`src/sbtap_pkg.sv`:
```
`default_nettype none
package sbtap_pkg;

    // instruction register width and codes
    localparam int unsigned IR_W          = 3;
    localparam logic [2:0]  IR_EXTEST     = 3'h0;
    localparam logic [2:0]  IR_IDCODE     = 3'h1;
    localparam logic [2:0]  IR_SAMPLE_Z   = 3'h2;
    localparam logic [2:0]  IR_RSVD_A     = 3'h3;
    localparam logic [2:0]  IR_SAMPLE     = 3'h4;
    localparam logic [2:0]  IR_RSVD_B     = 3'h5;
    localparam logic [2:0]  IR_RSVD_C     = 3'h6;
    localparam logic [2:0]  IR_BYPASS     = 3'h7;
    localparam logic [1:0]  IR_CAPTURE    = 2'h1;

    // boundary register length and output-bus tristate cell index
    localparam int unsigned BSR_LEN       = 89;
    localparam int unsigned OBT_BIT       = 88;

    // identification word layout
    localparam int unsigned ID_W          = 32;
    localparam int unsigned ID_REV_LSB    = 29;
    localparam int unsigned ID_DEV_LSB    = 12;
    localparam int unsigned ID_VEN_LSB    = 1;
    // arbitrary neutral identity values
    localparam logic [2:0]  ID_REV_RST    = 3'h0;
    localparam logic [16:0] ID_DEV_RST    = 17'h00001;
    localparam logic [10:0] ID_VEN_RST    = 11'h001;

    // pulled-up pins read high when nothing drives them
    localparam logic        PIN_PULL_VAL  = 1'h1;

    typedef enum logic [3:0] {
        ST_TLR      = 4'h0,
        ST_RTI      = 4'h1,
        ST_SEL_DR   = 4'h2,
        ST_CAP_DR   = 4'h3,
        ST_SHIFT_DR = 4'h4,
        ST_EXIT1_DR = 4'h5,
        ST_PAUSE_DR = 4'h6,
        ST_EXIT2_DR = 4'h7,
        ST_UPD_DR   = 4'h8,
        ST_SEL_IR   = 4'h9,
        ST_CAP_IR   = 4'hA,
        ST_SHIFT_IR = 4'hB,
        ST_EXIT1_IR = 4'hC,
        ST_PAUSE_IR = 4'hD,
        ST_EXIT2_IR = 4'hE,
        ST_UPD_IR   = 4'hF
    } sbtap_state_e;

    typedef enum logic [1:0] {
        PATH_BYP = 2'h0,
        PATH_ID  = 2'h1,
        PATH_BSR = 2'h2
    } sbtap_path_e;

    // serial pins as seen after synchronisation
    typedef struct packed {
        logic tck;
        logic tms;
        logic tdi;
    } sbtap_pins_s;

    // parallel face of the boundary register toward the output drivers
    typedef struct packed {
        logic [BSR_LEN-1:0] data;
        logic               drive_en;
        logic               out_hiz;
    } sbtap_ring_s;

endpackage
`default_nettype wire

```
`src/sbtap_sync.sv`:
```
`default_nettype none
module sbtap_sync #(
    parameter int unsigned W       = 1,
    parameter logic        RST_VAL = 1'h0
) (
    input  wire logic         ref_clk,
    input  wire logic         rst_n,
    input  wire logic [W-1:0] d,
    output var  logic [W-1:0] q
);
    typedef struct packed {
        logic [W-1:0] s1;
        logic [W-1:0] s2;
    } sbtap_sync_s;

    sbtap_sync_s st_reg;
    sbtap_sync_s st_next;

    // first stage only feeds the second
    always_comb begin
        st_next.s1 = d;
        st_next.s2 = st_reg.s1;
    end

    always_ff @(posedge ref_clk) begin
        if (!rst_n) begin
            st_reg <= {2 * W{RST_VAL}};
        end else begin
            st_reg <= st_next;
        end
    end

    assign q = st_reg.s2;
endmodule
`default_nettype wire

```
`src/sbtap_top.sv`:
```
// Overview of operation
// (RULE1) sample on test clock rise, change output on fall
// (RULE2) mode and data inputs read high when open; code only resets its pin synchroniser high
// (RULE3) shift in at top bit, out at bit zero
// (RULE4) five high mode edges reset the controller
// (RULE5) power-up reset leaves data out undriven
// (RULE6) three-bit instruction, identify loaded on reset
// (RULE7) capture-IR loads 01 into low bits
// (RULE8) instruction selects exactly one data path
// (RULE9) bypass bit cleared when bypass executes
// (RULE10) boundary instructions capture ring, then shift
// (RULE11) identify captures fixed 32-bit code, shifts out
// (RULE12) new instruction takes effect at Update-IR
// (RULE13) extest drives preloaded cells onto outputs
// (RULE14) sample-Z selects boundary path, outputs high-Z
// (RULE15) sample snapshots pins without disturbing memory
// (RULE16) preload latches pattern; capture and load overlap
// (RULE17) bypass is sole path during Shift-DR
// (RULE18) tristate cell latches at Update-DR, rules extest
// (RULE19) tristate cell high drives, low floats bus
// (RULE20) tristate cell preset high in reset
// (RULE21) controller never loads reserved instruction codes; code loads them at Update-IR and they select the bypass path
// (RULE22) test clock at most 20 MHz, stable capture
// (RULE23) codes: extest 000, id 001, Z 010, sample 100
// (RULE24) id: revision, device, vendor, bit zero one
// (RULE25) sixteen-state controller advances on mode value
// (RULE26) data out driven only in shift states
`default_nettype none
module sbtap_top
    import sbtap_pkg::*;
#(
    parameter logic [2:0]  ID_REV = ID_REV_RST,
    parameter logic [16:0] ID_DEV = ID_DEV_RST,
    parameter logic [10:0] ID_VEN = ID_VEN_RST
) (
    input  wire logic               ref_clk,
    input  wire logic               rst_n,
    input  wire logic               tck,
    input  wire logic               tms,
    input  wire logic               tdi,
    input  wire logic [BSR_LEN-1:0] ring_in,
    output var  logic               tdo,
    output var  logic               tdo_oe,
    output var  logic [BSR_LEN-1:0] ring_out,
    output var  logic               ring_drive_en,
    output var  logic               sram_out_hiz,
    output var  logic [IR_W-1:0]    instr_cur
);

    typedef struct packed {
        sbtap_state_e       st;
        logic [IR_W-1:0]    ir_sh;
        logic [IR_W-1:0]    ir;
        logic               byp;
        logic [ID_W-1:0]    idr;
        logic [BSR_LEN-1:0] bsr;
        logic [BSR_LEN-1:0] upd;
        logic               tck_d;
        logic               tdo;
        logic               tdo_oe;
    } sbtap_regs_s;

    localparam logic [ID_W-1:0] ID_WORD =
        {ID_REV, ID_DEV, ID_VEN, 1'h1};                     // [RULE24]

    sbtap_regs_s        st_reg;
    sbtap_regs_s        st_next;
    sbtap_pins_s        pins;
    logic [BSR_LEN-1:0] ring_s;
    logic               tck_rise;
    logic               tck_fall;
    sbtap_path_e        path;

    // controller transitions on the sampled mode bit
    function automatic sbtap_state_e next_state(sbtap_state_e s,
                                                logic m);
        sbtap_state_e n;
        n = s;
        unique case (s)
            ST_TLR:      n = m ? ST_TLR      : ST_RTI;
            ST_RTI:      n = m ? ST_SEL_DR   : ST_RTI;
            ST_SEL_DR:   n = m ? ST_SEL_IR   : ST_CAP_DR;
            ST_CAP_DR:   n = m ? ST_EXIT1_DR : ST_SHIFT_DR;
            ST_SHIFT_DR: n = m ? ST_EXIT1_DR : ST_SHIFT_DR;
            ST_EXIT1_DR: n = m ? ST_UPD_DR   : ST_PAUSE_DR;
            ST_PAUSE_DR: n = m ? ST_EXIT2_DR : ST_PAUSE_DR;
            ST_EXIT2_DR: n = m ? ST_UPD_DR   : ST_SHIFT_DR;
            ST_UPD_DR:   n = m ? ST_SEL_DR   : ST_RTI;
            ST_SEL_IR:   n = m ? ST_TLR      : ST_CAP_IR;
            ST_CAP_IR:   n = m ? ST_EXIT1_IR : ST_SHIFT_IR;
            ST_SHIFT_IR: n = m ? ST_EXIT1_IR : ST_SHIFT_IR;
            ST_EXIT1_IR: n = m ? ST_UPD_IR   : ST_PAUSE_IR;
            ST_PAUSE_IR: n = m ? ST_EXIT2_IR : ST_PAUSE_IR;
            ST_EXIT2_IR: n = m ? ST_UPD_IR   : ST_SHIFT_IR;
            ST_UPD_IR:   n = m ? ST_SEL_DR   : ST_RTI;
        endcase
        return n;
    endfunction

    // data path chosen by the current instruction
    function automatic sbtap_path_e dr_path(logic [IR_W-1:0] i);
        sbtap_path_e p;
        unique case (i)
            IR_IDCODE:                       p = PATH_ID;
            IR_EXTEST, IR_SAMPLE_Z, IR_SAMPLE: p = PATH_BSR;
            // reserved codes fall back to the one-bit path
            default:                         p = PATH_BYP;
        endcase
        return p;
    endfunction

    // pins reset to the pulled-up level; after reset an open pin is passed through, not read high
    sbtap_sync #(
        .W       (3),
        .RST_VAL (PIN_PULL_VAL)
    ) u_pin_sync (
        .ref_clk (ref_clk),
        .rst_n   (rst_n),
        .d       ({tck, tms, tdi}),
        .q       (pins)
    );                                                      // [RULE2]

    // ring crosses from the memory clock before it is captured
    sbtap_sync #(
        .W       (BSR_LEN),
        .RST_VAL (1'h0)
    ) u_ring_sync (
        .ref_clk (ref_clk),
        .rst_n   (rst_n),
        .d       (ring_in),
        .q       (ring_s)
    );

    // edges of the test clock found on the system clock
    assign tck_rise = pins.tck & ~st_reg.tck_d;
    assign tck_fall = ~pins.tck & st_reg.tck_d;
    assign path     = dr_path(st_reg.ir);                   // [RULE8]

    // all test state advances here
    always_comb begin
        st_next       = st_reg;
        st_next.tck_d = pins.tck;
        if (tck_rise) begin                                 // [RULE1]
            st_next.st = next_state(st_reg.st, pins.tms);  // [RULE25] [RULE4]
            unique case (st_reg.st)
                ST_CAP_IR: begin
                    st_next.ir_sh = {1'h0, IR_CAPTURE};     // [RULE7]
                end
                ST_SHIFT_IR: begin
                    st_next.ir_sh =
                        {pins.tdi, st_reg.ir_sh[IR_W-1:1]}; // [RULE3]
                end
                ST_UPD_IR: begin
                    st_next.ir = st_reg.ir_sh;              // [RULE12]
                end
                ST_CAP_DR: begin
                    unique case (path)
                        PATH_ID:  st_next.idr = ID_WORD;    // [RULE11]
                        PATH_BSR: st_next.bsr = ring_s;     // [RULE10] [RULE15]
                        PATH_BYP: st_next.byp = 1'h0;       // [RULE9]
                    endcase
                end
                ST_SHIFT_DR: begin
                    // capture leaves while preload data enters
                    unique case (path)
                        PATH_ID: begin
                            st_next.idr =
                                {pins.tdi, st_reg.idr[ID_W-1:1]};
                        end
                        PATH_BSR: begin
                            st_next.bsr = {pins.tdi,
                                st_reg.bsr[BSR_LEN-1:1]};   // [RULE16] [RULE3]
                        end
                        PATH_BYP: st_next.byp = pins.tdi;   // [RULE17]
                    endcase
                end
                ST_UPD_DR: begin
                    if (path == PATH_BSR) begin
                        st_next.upd = st_reg.bsr;           // [RULE16] [RULE18]
                    end
                end
                default: begin
                end
            endcase
        end
        // entering reset loads identify and presets the tristate cell high, on the
        // rise itself so nothing moves while the test clock is low
        if (tck_rise && st_next.st == ST_TLR) begin
            st_next.ir          = IR_IDCODE;                // [RULE6]
            st_next.upd[OBT_BIT] = 1'h1;                    // [RULE20]
        end
        // output only moves on the falling test clock edge
        if (tck_fall) begin                                 // [RULE1]
            st_next.tdo_oe = (st_reg.st == ST_SHIFT_IR) ||
                             (st_reg.st == ST_SHIFT_DR);    // [RULE26]
            if (st_reg.st == ST_SHIFT_IR) begin
                st_next.tdo = st_reg.ir_sh[0];              // [RULE3]
            end else begin
                unique case (path)
                    PATH_ID:  st_next.tdo = st_reg.idr[0];
                    PATH_BSR: st_next.tdo = st_reg.bsr[0];
                    PATH_BYP: st_next.tdo = st_reg.byp;
                endcase
            end
        end
    end

    // power-up reset puts the controller in its reset state
    always_ff @(posedge ref_clk) begin
        if (!rst_n) begin
            st_reg       <= '0;
            st_reg.st    <= ST_TLR;                         // [RULE5]
            st_reg.ir    <= IR_IDCODE;                      // [RULE6]
            st_reg.ir_sh <= IR_IDCODE;
            st_reg.upd   <= BSR_LEN'(1) << OBT_BIT;         // [RULE20]
            st_reg.tck_d <= 1'h1;  // matches synced reset, no false rise
        end else begin
            st_reg <= st_next;
        end
    end

    // parallel outputs toward the memory output drivers
    always_comb begin
        ring_out      = st_reg.upd;
        ring_drive_en = 1'h0;
        sram_out_hiz  = 1'h0;                               // [RULE15]
        unique case (st_reg.ir)
            IR_EXTEST: begin
                ring_drive_en = st_reg.upd[OBT_BIT];        // [RULE13] [RULE19]
                sram_out_hiz  = ~st_reg.upd[OBT_BIT];       // [RULE18] [RULE19]
            end
            IR_SAMPLE_Z: begin
                sram_out_hiz  = 1'h1;                       // [RULE14]
            end
            default: begin
            end
        endcase
    end

    assign tdo       = st_reg.tdo;
    assign tdo_oe    = st_reg.tdo_oe;                       // [RULE5]
    assign instr_cur = st_reg.ir;                           // [RULE23]

endmodule
`default_nettype wire

```
`config.mk`:
```
export PLATFORM = sky130hd
export DESIGN_NAME = sbtap_top
export DESIGN_NICKNAME = d
export VERILOG_FILES = /design/src/sbtap_pkg.sv /design/src/sbtap_sync.sv /design/src/sbtap_top.sv
export SDC_FILE = /design/constraint.sdc
export NUM_CORES = 1
export LEC_CHECK = 0
export ABC_AREA = 1
export BUFFER_PORTS_ARGS = -buffer_cell sky130_fd_sc_hd__buf_2
export CAP_MARGIN = 20
export CORE_ASPECT_RATIO = 0.5
export CORE_MARGIN = 2
export CORE_UTILIZATION = 34
export DETAILED_ROUTE_END_ITERATION = 7
export GPL_TIMING_DRIVEN = 1
export HOLD_SLACK_MARGIN = 0.08
export PLACE_DENSITY_LB_ADDON = 0.25
export SETUP_SLACK_MARGIN = 0.05
export SKIP_LAST_GASP = 1
export SYNTH_ARGS = -nofsm -noshare
export SYNTH_HDL_FRONTEND = slang
export SYNTH_SLANG_ARGS = --single-unit
```
`constraint.sdc`:
```
create_clock -name ref_clk -period 1.75 [get_ports ref_clk]
set_clock_uncertainty 0.15 [all_clocks]
set_input_delay 0.175 -clock ref_clk [delete_from_list [all_inputs] [get_ports ref_clk]]
set_output_delay 0.175 -clock ref_clk [all_outputs]
set_load 0.005 [all_outputs]
```
Yosys cells after proc, flatten, opt, wreduce, memory -nomap -nowiden:

Index checks and enable logic that the tools add are counted.

* bits in registers: 408
* bits of input ports: 94
* output and inout bits: 96
* logic and storage cells: 96

* equal/unequal tests: 26
* muxes and demuxes: 30
* bitwise gates (word level): 6
* reduce and logical (&&, ||, !) cells: 19

Operators by type and width (count)
* $mux W89: 4
* $pmux W122 S2: 1
* $mux W221: 1
* $mux W32: 2
* $pmux W4 S12: 1
* $eq A4 B4 Y1 const B: 8
* $eq A4 B3 Y1 const B: 4
* $mux W4: 4
* $reduce_and A4 Y1: 3
* $mux W3: 3
* $eq A4 B2 Y1 const B: 2
* $logic_not A4 Y1: 2
* $ne A2 B2 Y1 const B: 4
* $mux W1: 7
* $mux W2: 3
* $pmux W3 S2: 1
* $reduce_or A2 Y1: 3
* $reduce_or A3 Y1: 2
* $eq A4 B1 Y1 const B: 1
* $ne A2 B1 Y1 const B: 2
* $not A1 Y1: 4
* $pmux W2 S2: 1
* $reduce_and A2 Y1: 2
* $reduce_bool A2 Y1: 2
* 13 further kinds: 14

Logic depth before layout (Yosys ltp):

Gate-level depths: netlist of the first run.

* depth in word-level cells: 10
* mapped depth: 12
* gate-level depth less buffers: 11

By module:

A second synthesis of the first run with hierarchy kept.

* cell total of the unflattened synthesis: 1930
* area total of the unflattened synthesis: 15082.0 um^2

Modules (own cells, without submodules)
* sbtap_top: times used 1, cells an instance 1358, area an instance 9838.2 um^2, sequential area each 4484.3 um^2
* sbtap_sync at u_ring_sync: times used 1, cells an instance 554, area an instance 5078.6 um^2, sequential area each 3563.4 um^2
* sbtap_sync at u_pin_sync: times used 1, cells an instance 18, area an instance 165.2 um^2, sequential area each 120.1 um^2

Worst setup path before layout of the first run:

OpenSTA, ideal clock, no wires.

* path kind: register -> register
* start point: register st_reg[223] in the netlist's numbering
* end point: register st_reg[153] in the netlist's numbering
* setup time: 0.146 ns
* arrival time: 1.439 ns
* required time: 1.454 ns
* setup slack: 0.015 ns
* cell stages (with the launch flop): 12
* path buffers: 3
* period minus slack after synthesis: 1.735 ns
* cells stage by stage: dfxtp_1 buf_2 nor2_2 nand2_1 nand2_2 nand2_2 clkinv_2 nand2_4 buf_8 buf_8 a211oi_2 a211oi_2

* word-level cells in the longest chain between the ends: 3
* elaborated cells on any way between the ends: 7
* those cells by class: 4 x eq/ne; 1 x mux; 2 x reduce/logical

RTL lines
* from (decl): line sbtap_top.sv:66 `sbtap_regs_s st_reg;`
* from (signal assigned): line sbtap_top.sv:218 `st_reg <= st_next;`
* $eq A4 B2 Y1 / $eq A4 B3 Y1 (equally long branches): line sbtap_top.sv:145 `unique case (st_reg.st)`
* $ne A2 B2 Y1 (no line) / $reduce_bool A2 Y1 (equally long branches)
* $reduce_and A4 Y1 (no line)

Parallel ways exist; a longest one is shown, timed or not.
A chain may end at the register's enable or synchronous reset.

Worst setup path after layout of the first run:

* start point: register st_reg[220] in the netlist's numbering
* end point: register st_reg (netlist bit ring_out[39])

* word-level cells in the longest chain between the ends: 2

RTL lines (line)
* $eq A4 B4 Y1: sbtap_top.sv:145
* $reduce_and A3 Y1 (no line)

Every way passes these cells.

==> results.sh, run 1 <==
export IMPL_status="complete, but fails checks"
export IMPL_violations="negative setup slack"
export IMPL_worst_pin_slew_ns=0.383
export IMPL_synth_top_family_by_area="compound AO/OA/AOI/OAI gates"
export IMPL_seq_area_frac_synth_pct=52.7
export IMPL_wl_mm=38.8
export IMPL_grt_use_met2_pct=26.7
export IMPL_layout_commonest_cell="dfxtp_1"
export IMPL_gr_total_overflow=0
export IMPL_cts_root_buf="clkbuf_16"
export IMPL_peakVddDrop_mv=0.549
export IMPL_clock_sinks=408
export IMPL_slew_headroom_pct=74.4
export IMPL_n_antenna_cell=0
export IMPL_post_route_period_util_pct=105
export IMPL_synthAdderAreaFrac_pct=0
export IMPL_synth_xor_area_share_pct=0
export IMPL_use_met3_pct=2.45
export IMPL_arrival_ns=2.15
export IMPL_gp_congestion=0.790
export IMPL_core_area_um2=45100
export IMPL_power_leakage_nw=9.44
export IMPL_start_util_pct=34.4
export IMPL_min_period_ns=1.85
export IMPL_grtUsageTotal_pct=15.5
export IMPL_die_width_um=306
export IMPL_grt_busiest_layer="met2"
export IMPL_place_hpwl_mm=21.8
export IMPL_grt_pass1_vias=11704
export IMPL_clock_latency_ns=0.53
export IMPL_worstSetupPathType="reg -> reg"
export IMPL_fin_nets=2129
export IMPL_grt_max_degree=89
export IMPL_synth_compound_area_share_pct=20.2
export IMPL_start_kind="register"
export IMPL_ys_types=31
export IMPL_use_met1_pct=19.9
export IMPL_synth_simple_gate_area_share_pct=11.4
export IMPL_syn_area_per_cell_um2=8.79
export IMPL_rsz0062_at_grt="true"
export IMPL_drc=0
export IMPL_grt_pass1_wl_mm=60.1
export IMPL_path_max_fanout=22
export IMPL_critPathRequiredTime_ns=2.06
export IMPL_max_freq_mhz=542
export IMPL_drive_above_1_share_pct=31.8
export IMPL_tritoncts="yes"
export IMPL_io_pins=190
export IMPL_largest_reg_flops=130
export IMPL_ys_seq_elements=408
export IMPL_drt_first_pass_iters=5
export IMPL_syn_area_um2=15500
export IMPL_wl_per_cell_um=14.6
export IMPL_cts_buffer_depth=3
export IMPL_synthCells=1761
export IMPL_endpoint_kind="register"
export IMPL_antenna_found_initial=0
export IMPL_finalMaxSlewViolations=0
export IMPL_hp_class="in -> reg"
export IMPL_num_rows=55
export IMPL_ant_nets=0
export IMPL_viasPerCell=4.51
export IMPL_maxCapViolCount=0
export IMPL_die_area_um2=47400
export IMPL_yosysWarnings=0
export IMPL_syn_num_nets=1855
export IMPL_p_total_mw=18.6
export IMPL_post_place_ws_ns=-0.161
export IMPL_route_vias_total=11987
export IMPL_clk_pin_slew_worst_paths_ns=0.06
export IMPL_syn2layout_area_growth_pct=35.7
export IMPL_initialDrtViolationCount=648
export IMPL_fin_ws_ns=-0.0954
export IMPL_die_h_um=155
export IMPL_numCtsBuffers=39
export IMPL_power_per_cell_area_nw_per_um2=886
export IMPL_cts_max_level=2
export IMPL_hold_viol_final=0
export IMPL_portBuffers=189
export IMPL_synth_mux_area_share_pct=0
export IMPL_setup_violations=110
export IMPL_holdWs_ns=0.205
export IMPL_final_cell_mix="403 x dfxtp_1, 287 x inv_1, 256 x nand2_1"
==> cell type report <==
cell class,count,area [um2]
timing repair buffer,436,4120
tap,598,748
fill,4211,24100
sequential,408,8180
clock buffer,56,1100
multi-input combinational,851,5580
inverter,299,1150
clock inverter,12,141
==> synthesized netlist by cell type (all sizes together) <==
| library cell | n | share of area [%] |
|---|---|---|
| a211oi | 181 | 13 |
| a21oi | 129 | 4.2 |
| a31oi | 1 | 0.040 |
| buf | 152 | 7.1 |
| clkbuf | 53 | 1.3 |
| clkinv | 2 | 0.057 |
| dfxtp | 408 | 53 |
| inv | 297 | 7.2 |
| nand2 | 267 | 6.6 |
| nand3 | 44 | 1.5 |
| nand4 | 2 | 0.081 |
| nor2 | 113 | 2.9 |
| nor3 | 3 | 0.17 |
| o211ai | 1 | 0.048 |
| o21ai | 101 | 3.3 |
| o22ai | 1 | 0.040 |
| or2 | 6 | 0.24 |
==> critical path, cell delays in order, from the launching register on <==
cell and delay [ns]:
dfxtp_4 0.36, nor2_4 0.19, buf_6 0.13, nand3_4 0.07, nor3_4 0.16, buf_6 0.20, buf_12 0.18, o21ai_0 0.16
a21oi_2 0.16
==> final timing paths <==
check                                           from                            endpoint  slack, ns  cells after the start
hold / removal                           ring_in[30]  u_ring_sync.st_next[30]$_SDFF_PN0_       0.21                      4
hold reg to reg   u_ring_sync.st_next[83]$_SDFF_PN0_        u_ring_sync.q[83]$_SDFF_PN0_       0.25                      2
setup reg to reg              st_reg[220]$_SDFF_PN0_           ring_out[39]$_SDFFE_PN0P_       -0.1                      8
setup / recovery              st_reg[220]$_SDFF_PN0_           ring_out[39]$_SDFFE_PN0P_       -0.1                      8
==> report_power, final <==
part | switching, mW | leakage, nW | total, mW | internal, mW
Sequential | 0.0745 | 3.33 | 9.56 | 9.48
Combinational | 0.351 | 5.50 | 0.701 | 0.350
Clock | 3.54 | 0.611 | 8.36 | 4.82
Total | 3.97 | 9.44 | 18.6 | 14.6
==> logic make-up (layout without fill, tap and decap cells) <==
family | Yosys count | in the layout
flops | 408 | 408
simple gates | 435 | 437
compound gates | 414 | 414
buf+inv | 504 | 803
==> what timing repair did <==
item | in CTS | in global routing
hold endpoints to repair | 127 | 0
setup endpoints to repair | 213 | 224
pin swaps | 4 | 37
setup buffers | 21 | 2
gates resized for setup | 132 | 91
hold buffers | 107 | 0
gates cloned | 22 | 9
==> stage by stage <==
step	util [%]	setup TNS [ns]	std cells	cell area, um2
after floorplan	-	0	1761	15500
after global placement	37.4	-8.40	2433	16800
after detailed placement	37.4	-14.37	2433	16800
after CTS	45.4	-1.54	2651	20500
after global routing	46.6	-19.38	2660	21000
final	46.6	-2.79	2660	21000
==> routing by layer <==
metal  share of wire [%]  vias to the layer above
li1                    -                     6073
met1                  46                     5699
met2                  48                      142
met3                 2.9                       73
met4                 2.8                        0
met5                   0                        -
(Power assumes the default switching activity.)
==> run 2: changes to the inputs <==
- REMOVE_ABC_BUFFERS: unset -> 1
==> results.sh, run 2 (synthesis gave the netlist of run 1 again) <==
export IMPL_crit_end="st_reg[204]$_SDFFE_PN0P_"
export IMPL_route_vias_total=12318
export IMPL_max_stage_delay_ns=0.33
export IMPL_num_rows=55
export IMPL_rsz0062_at_grt="true"
export IMPL_path_max_fanout=8
export IMPL_die_h_um=155
export IMPL_arrival_ns=2.16
export IMPL_grt_pass1_vias=11343
export IMPL_critPathSlowestCell="dfxtp_2"
export IMPL_clk_pin_slew_worst_paths_ns=0.07
export IMPL_tritoncts="yes"
export IMPL_wl_per_cell_um=15.1
export IMPL_cts_root_buf="clkbuf_16"
export IMPL_core_area_um2=45100
export IMPL_portBuffers=189
export IMPL_setup_violations=170
export IMPL_fin_ws_ns=-0.104
export IMPL_cts_max_level=2
export IMPL_maxCapViolCount=0
export IMPL_min_period_ns=1.85
export IMPL_cp_num_buf_inv=4
export IMPL_clock_sinks=408
export IMPL_place_hpwl_mm=21.7
export IMPL_critPathRequiredTime_ns=2.05
export IMPL_rr_endpoint="st_reg[204]$_SDFFE_PN0P_"
export IMPL_drc=0
export IMPL_grt_pass1_wl_mm=57.4
export IMPL_layout_commonest_cell="dfxtp_1"
export IMPL_post_place_ws_ns=-0.157
export IMPL_finalMaxSlewViolations=0
export IMPL_largest_reg_flops=130
export IMPL_cp_depth=11
export IMPL_worstSetupPathType="reg -> reg"
export IMPL_n_antenna_cell=0
export IMPL_final_cell_mix="404 x dfxtp_1, 287 x inv_1, 259 x nand2_1"
export IMPL_io_pins=190
export IMPL_rr_startpoint="st_reg[221]$_SDFF_PN0_"
export IMPL_max_freq_mhz=539
export IMPL_slew_headroom_pct=67.9
export IMPL_hold_viol_final=0
export IMPL_fin_nets=2195
export IMPL_drive_above_1_share_pct=35.2
export IMPL_endpoint_kind="register"
export IMPL_status="complete, but fails checks"
export IMPL_die_width_um=306
export IMPL_initialDrtViolationCount=657
export IMPL_ant_nets=0
export IMPL_viasPerCell=4.52
export IMPL_cts_buffer_depth=3
export IMPL_grtUsageTotal_pct=14.8
export IMPL_syn2layout_area_growth_pct=43.6
export IMPL_crit_path_start="st_reg[221]$_SDFF_PN0_"
export IMPL_numCtsBuffers=39
export IMPL_power_leakage_nw=9.74
export IMPL_die_area_um2=47400
export IMPL_clock_latency_ns=0.54
export IMPL_hp_class="in -> reg"
export IMPL_peakVddDrop_mv=0.620
export IMPL_ff2ff_setup_slack_ns=-0.10
export IMPL_worst_pin_slew_ns=0.481
export IMPL_drt_first_pass_iters=5
export IMPL_place_inst=2443
export IMPL_gp_congestion=0.764
export IMPL_antenna_found_initial=0
export IMPL_critical_path_top_delay_family="simple AND/OR/NAND/NOR gates"
export IMPL_r2r_cells=11
export IMPL_hold_start="ring_in[48]"
export IMPL_gr_total_overflow=0
export IMPL_start_util_pct=34.4
export IMPL_power_per_cell_area_nw_per_um2=845
export IMPL_start_kind="register"
export IMPL_wl_mm=41.1
export IMPL_cp_cell_sequence="buf_6 -> nor2_4 -> nand2_8 -> nand2_4 -> nand2_4 -> buf_6 -> nor2_4 -> buf_4 -> clkbuf_16 -> nand3_1 -> a21oi_1"
export IMPL_fillerInstances=4098
export IMPL_violations="negative setup slack"
export IMPL_post_route_period_util_pct=106
export IMPL_grt_max_degree=94
export IMPL_fin_cells=2727
run 2: changes by cell type in the layout (fill, tap and decap cells not counted), sizes merged, moves of 2 or more:
cell,before,now
dlygate4sd3,107,143
inv,298,300
clkbuf,65,80
buf,320,334
run 2: tightest hold or removal path: cells and delay by family:
family	cells	cell delay (ns)
AND/OR/NAND/NOR	1	0.04
buffers and inverters	3	0.65
run 2: per-layer routing:
layer	part of all wire [%]	up-vias	global-route usage, %
li1	-	6190	-
met1	44	5889	18.1
met2	50	166	26.7
met3	3.3	73	2.51
met4	2.5	0	4.32
met5	0	-	0
run 2: timing repair:
action / 4_1_cts / 5_1_grt
setup endpoints to repair: 211 / 242
buffers inserted: 7 / 20
hold buffers: 143 / 0
endpoints found under the hold margin: 199 / 0
gates cloned: 11 / 37
pin swaps: 5 / 38
resized for setup: 91 / 261
run 2: report_power, final:
group / leakage, nW / internal, mW / switching, mW
combinational: 5.79 / 0.417 / 0.387
clock: 0.621 / 4.78 / 3.63
sequential: 3.33 / 9.48 / 0.0783
total: 9.74 / 14.7 / 4.10
run 2: worst min path at each step:
stage	slack [ns]	end	cells after the start
5_1_grt	0.20	u_ring_sync.st_next[35]$_SDFF_PN0_	4
3_3_place_gp	0.20	u_ring_sync.st_next[62]$_SDFF_PN0_	3
4_1_cts	0.18	u_ring_sync.st_next[46]$_SDFF_PN0_	4
3_5_place_dp	0.21	u_ring_sync.st_next[44]$_SDFF_PN0_	3
6_report	0.21	u_ring_sync.st_next[48]$_SDFF_PN0_	4
2_1_floorplan	0.09	st_reg[2]$_SDFF_PN1_	1
run 2: metrics by stage:
stage	TNS [ns]	hold slack, ns	power [mW]	utilization, %	area (um2)
6_report	-7.06	0.206	18.8	49.3	22200
5_1_grt	-24.41	0.200	19.5	49.3	22200
4_1_cts	-5.77	0.185	18.9	45.0	20300
3_5_place_dp	-17.93	0.208	10.3	37.6	16900
3_3_place_gp	-11.84	0.205	10.3	37.6	16900
2_1_floorplan	-598.53	0.0938	9.94	-	14200
run 2: cell type report:
class	count	area, um2	share of cell area (%)
clock inverter	13	139	0.625
sequential	408	8180	36.8
tap	598	748	3.37
multi-input combinational	852	6080	27.4
timing repair buffer	501	4820	21.7
clock buffer	56	1120	5.04
inverter	299	1150	5.17
==> run 3: changes to the inputs <==
- CORE_UTILIZATION: 34 -> 39
==> results.sh, run 3 (synthesis gave the netlist of run 1 again) <==
export IMPL_slew_headroom_pct=42.5
export IMPL_numCtsBuffers=38
export IMPL_io_pins=190
export IMPL_endpoint_kind="register"
export IMPL_hold_viol_final=6
export IMPL_hold_end="ring_out[18]$_SDFFE_PN0P_"
export IMPL_min_period_ns=1.87
export IMPL_max_stage_delay_ns=0.37
export IMPL_ff2ff_setup_slack_ns=-0.12
export IMPL_die_h_um=145
export IMPL_tritoncts="yes"
export IMPL_p_total_mw=19.1
export IMPL_cts_root_buf="clkbuf_16"
export IMPL_critical_path_top_delay_family="simple AND/OR/NAND/NOR gates"
export IMPL_grt_max_degree=65
export IMPL_holdWs_ns=-0.146
export IMPL_num_rows=51
export IMPL_viasPerCell=4.72
export IMPL_die_area_um2=41400
export IMPL_place_hpwl_mm=21.5
export IMPL_worstSetupPathType="reg -> reg"
export IMPL_start_kind="register"
export IMPL_grt_pass1_vias=12184
export IMPL_clock_sinks=408
export IMPL_peakVddDrop_mv=0.563
export IMPL_regArea_um2=8180
export IMPL_worst_pin_slew_ns=0.859
export IMPL_critPathSlowestCell="dfxtp_4"
export IMPL_drc=0
export IMPL_clock_latency_ns=0.54
export IMPL_rr_startpoint="st_reg[221]$_SDFF_PN0_"
export IMPL_layout_commonest_cell="dfxtp_1"
export IMPL_gr_total_overflow=0
export IMPL_fin_ws_ns=-0.122
export IMPL_power_per_cell_area_nw_per_um2=817
export IMPL_clk_pin_slew_worst_paths_ns=0.07
export IMPL_ant_nets=0
export IMPL_route_vias_total=12695
export IMPL_ctsHoldBuffers=150
export IMPL_gp_congestion=0.810
export IMPL_hold_depth=3
export IMPL_setup_violations=172
export IMPL_arrival_ns=2.16
export IMPL_finalMaxSlewViolations=0
export IMPL_drive_above_1_share_pct=40.5
export IMPL_rr_endpoint="st_reg[136]$_SDFFE_PN0P_"
export IMPL_cts_max_level=2
export IMPL_cp_cell_sequence="nor2_4 -> nand2_8 -> nand2_4 -> nand2_4 -> clkinv_8 -> buf_12 -> nand2_8 -> buf_12 -> buf_4 -> a211oi_2"
export IMPL_max_freq_mhz=534
export IMPL_path_max_fanout=6
export IMPL_start_util_pct=39.7
export IMPL_rsz0062_at_grt="true"
export IMPL_final_cell_mix="401 x dfxtp_1, 285 x inv_1, 226 x nand2_1"
export IMPL_wl_per_cell_um=16.2
export IMPL_initialDrtViolationCount=665
export IMPL_n_antenna_cell=0
export IMPL_largest_reg_flops=130
export IMPL_post_route_period_util_pct=107
export IMPL_fin_setup_tns_ns=-9.58
export IMPL_die_width_um=286
export IMPL_antenna_found_initial=0
export IMPL_r2r_cells=10
export IMPL_power_leakage_nw=10.0
export IMPL_cp_num_buf_inv=4
export IMPL_drt_first_pass_iters=5
export IMPL_fillerInstances=3111
export IMPL_multiInputGateArea_um2=6650
export IMPL_cts_buffer_depth=3
export IMPL_maxCapViolCount=0
export IMPL_fin_nets=2226
export IMPL_critPathRequiredTime_ns=2.04
export IMPL_core_area_um2=39000
export IMPL_wl_mm=43.5
export IMPL_grt_pass1_wl_mm=63.5
export IMPL_syn2layout_area_growth_pct=50.9
export IMPL_violations="negative hold slack, negative setup slack"
export IMPL_hp_class="in -> reg"
export IMPL_portBuffers=189
export IMPL_grtUsageTotal_pct=18.9
export IMPL_hold_start="rst_n"
export IMPL_status="complete, but fails checks"
[run 3: cell count changes in the layout (fill, tap and decap cells not counted), moves of 10 or more]
cell / before / now
nand2_1: 259 / 226
buf_12: 21 / 42
nor2_4: 5 / 17
a21oi_1: 89 / 69
buf_16: 15 / 25
nand2_4: 4 / 29
nor2_2: 9 / 26
nor2_1: 99 / 70
a21oi_2: 40 / 60
[run 3: how the worst max path moves through the flow]
| stage | startpoint | endpoint | slack [ns] | cells after the start |
|---|---|---|---|---|
| floorplan | st_reg[220]$_SDFF_PN0_ | st_reg[100]$_SDFFE_PN0P_ | -3.06 | 8 |
| global placement | st_reg[221]$_SDFF_PN0_ | ring_out[88]$_SDFFE_PP1P_ | -0.09 | 12 |
| detailed placement | st_reg[221]$_SDFF_PN0_ | st_reg[115]$_SDFFE_PN0P_ | -0.16 | 9 |
| CTS | instr_cur[1]$_SDFFE_PP0P_ | ring_out[27]$_SDFFE_PN0P_ | -0.08 | 11 |
| global route | st_reg[221]$_SDFF_PN0_ | st_reg[186]$_SDFFE_PN0P_ | -0.21 | 10 |
| finish | st_reg[221]$_SDFF_PN0_ | st_reg[136]$_SDFFE_PN0P_ | -0.12 | 10 |
[run 3: timing repair]
action / CTS / global route
endpoints found under the setup margin: 211 / 226
setup buffers: 36 / 14
pin swaps: 26 / 54
hold endpoints to repair: 160 / 12
gates cloned: 29 / 18
gates resized for setup: 234 / 316
[run 3: metrics by stage]
step / setup WS [ns] / instance area, um2 / cells / utilization (%)
2_1_floorplan: -3.06 / 14200 / 1556 / -
3_3_place_gp: -0.0882 / 17000 / 2385 / 43.5
3_5_place_dp: -0.156 / 17000 / 2385 / 43.5
4_1_cts: -0.0785 / 21700 / 2664 / 55.6
5_1_grt: -0.206 / 23400 / 2688 / 59.9
6_report: -0.122 / 23400 / 2688 / 59.9
[run 3: per-layer routing]
layer	global-route usage (%)	share of wire [%]	vias up
met5	0	0	-
met1	23.9	44	6159
met3	3.14	3.2	90
met2	33.0	50	187
met4	5.58	2.7	0
li1	-	-	6259
[run 3: area by class of cell]
type / count / area share, %
repair buffers: 532 / 23.1
inverters: 299 / 4.98
well taps: 530 / 2.84
clock inverters: 13 / 0.771
multi-input cells: 853 / 28.4
flip-flops and latches: 408 / 35.0
clock buffers: 53 / 4.80
[run 3: where the power goes]
group	leakage [nW]	internal [mW]	switching (mW)
clock network	0.630	5.08	3.60
logic	6.07	0.438	0.405
registers	3.33	9.48	0.0846
total	10.0	15.0	4.09
[run 3: worst register-to-register path, cell delays in order (launching register included)]
cell and delay, ns:
dfxtp_4 0.37, nor2_4 0.21, nand2_8 0.07, nand2_4 0.08, nand2_4 0.07, clkinv_8 0.08, buf_12 0.15, nand2_8 0.12
buf_12 0.17, buf_4 0.15, a211oi_2 0.18
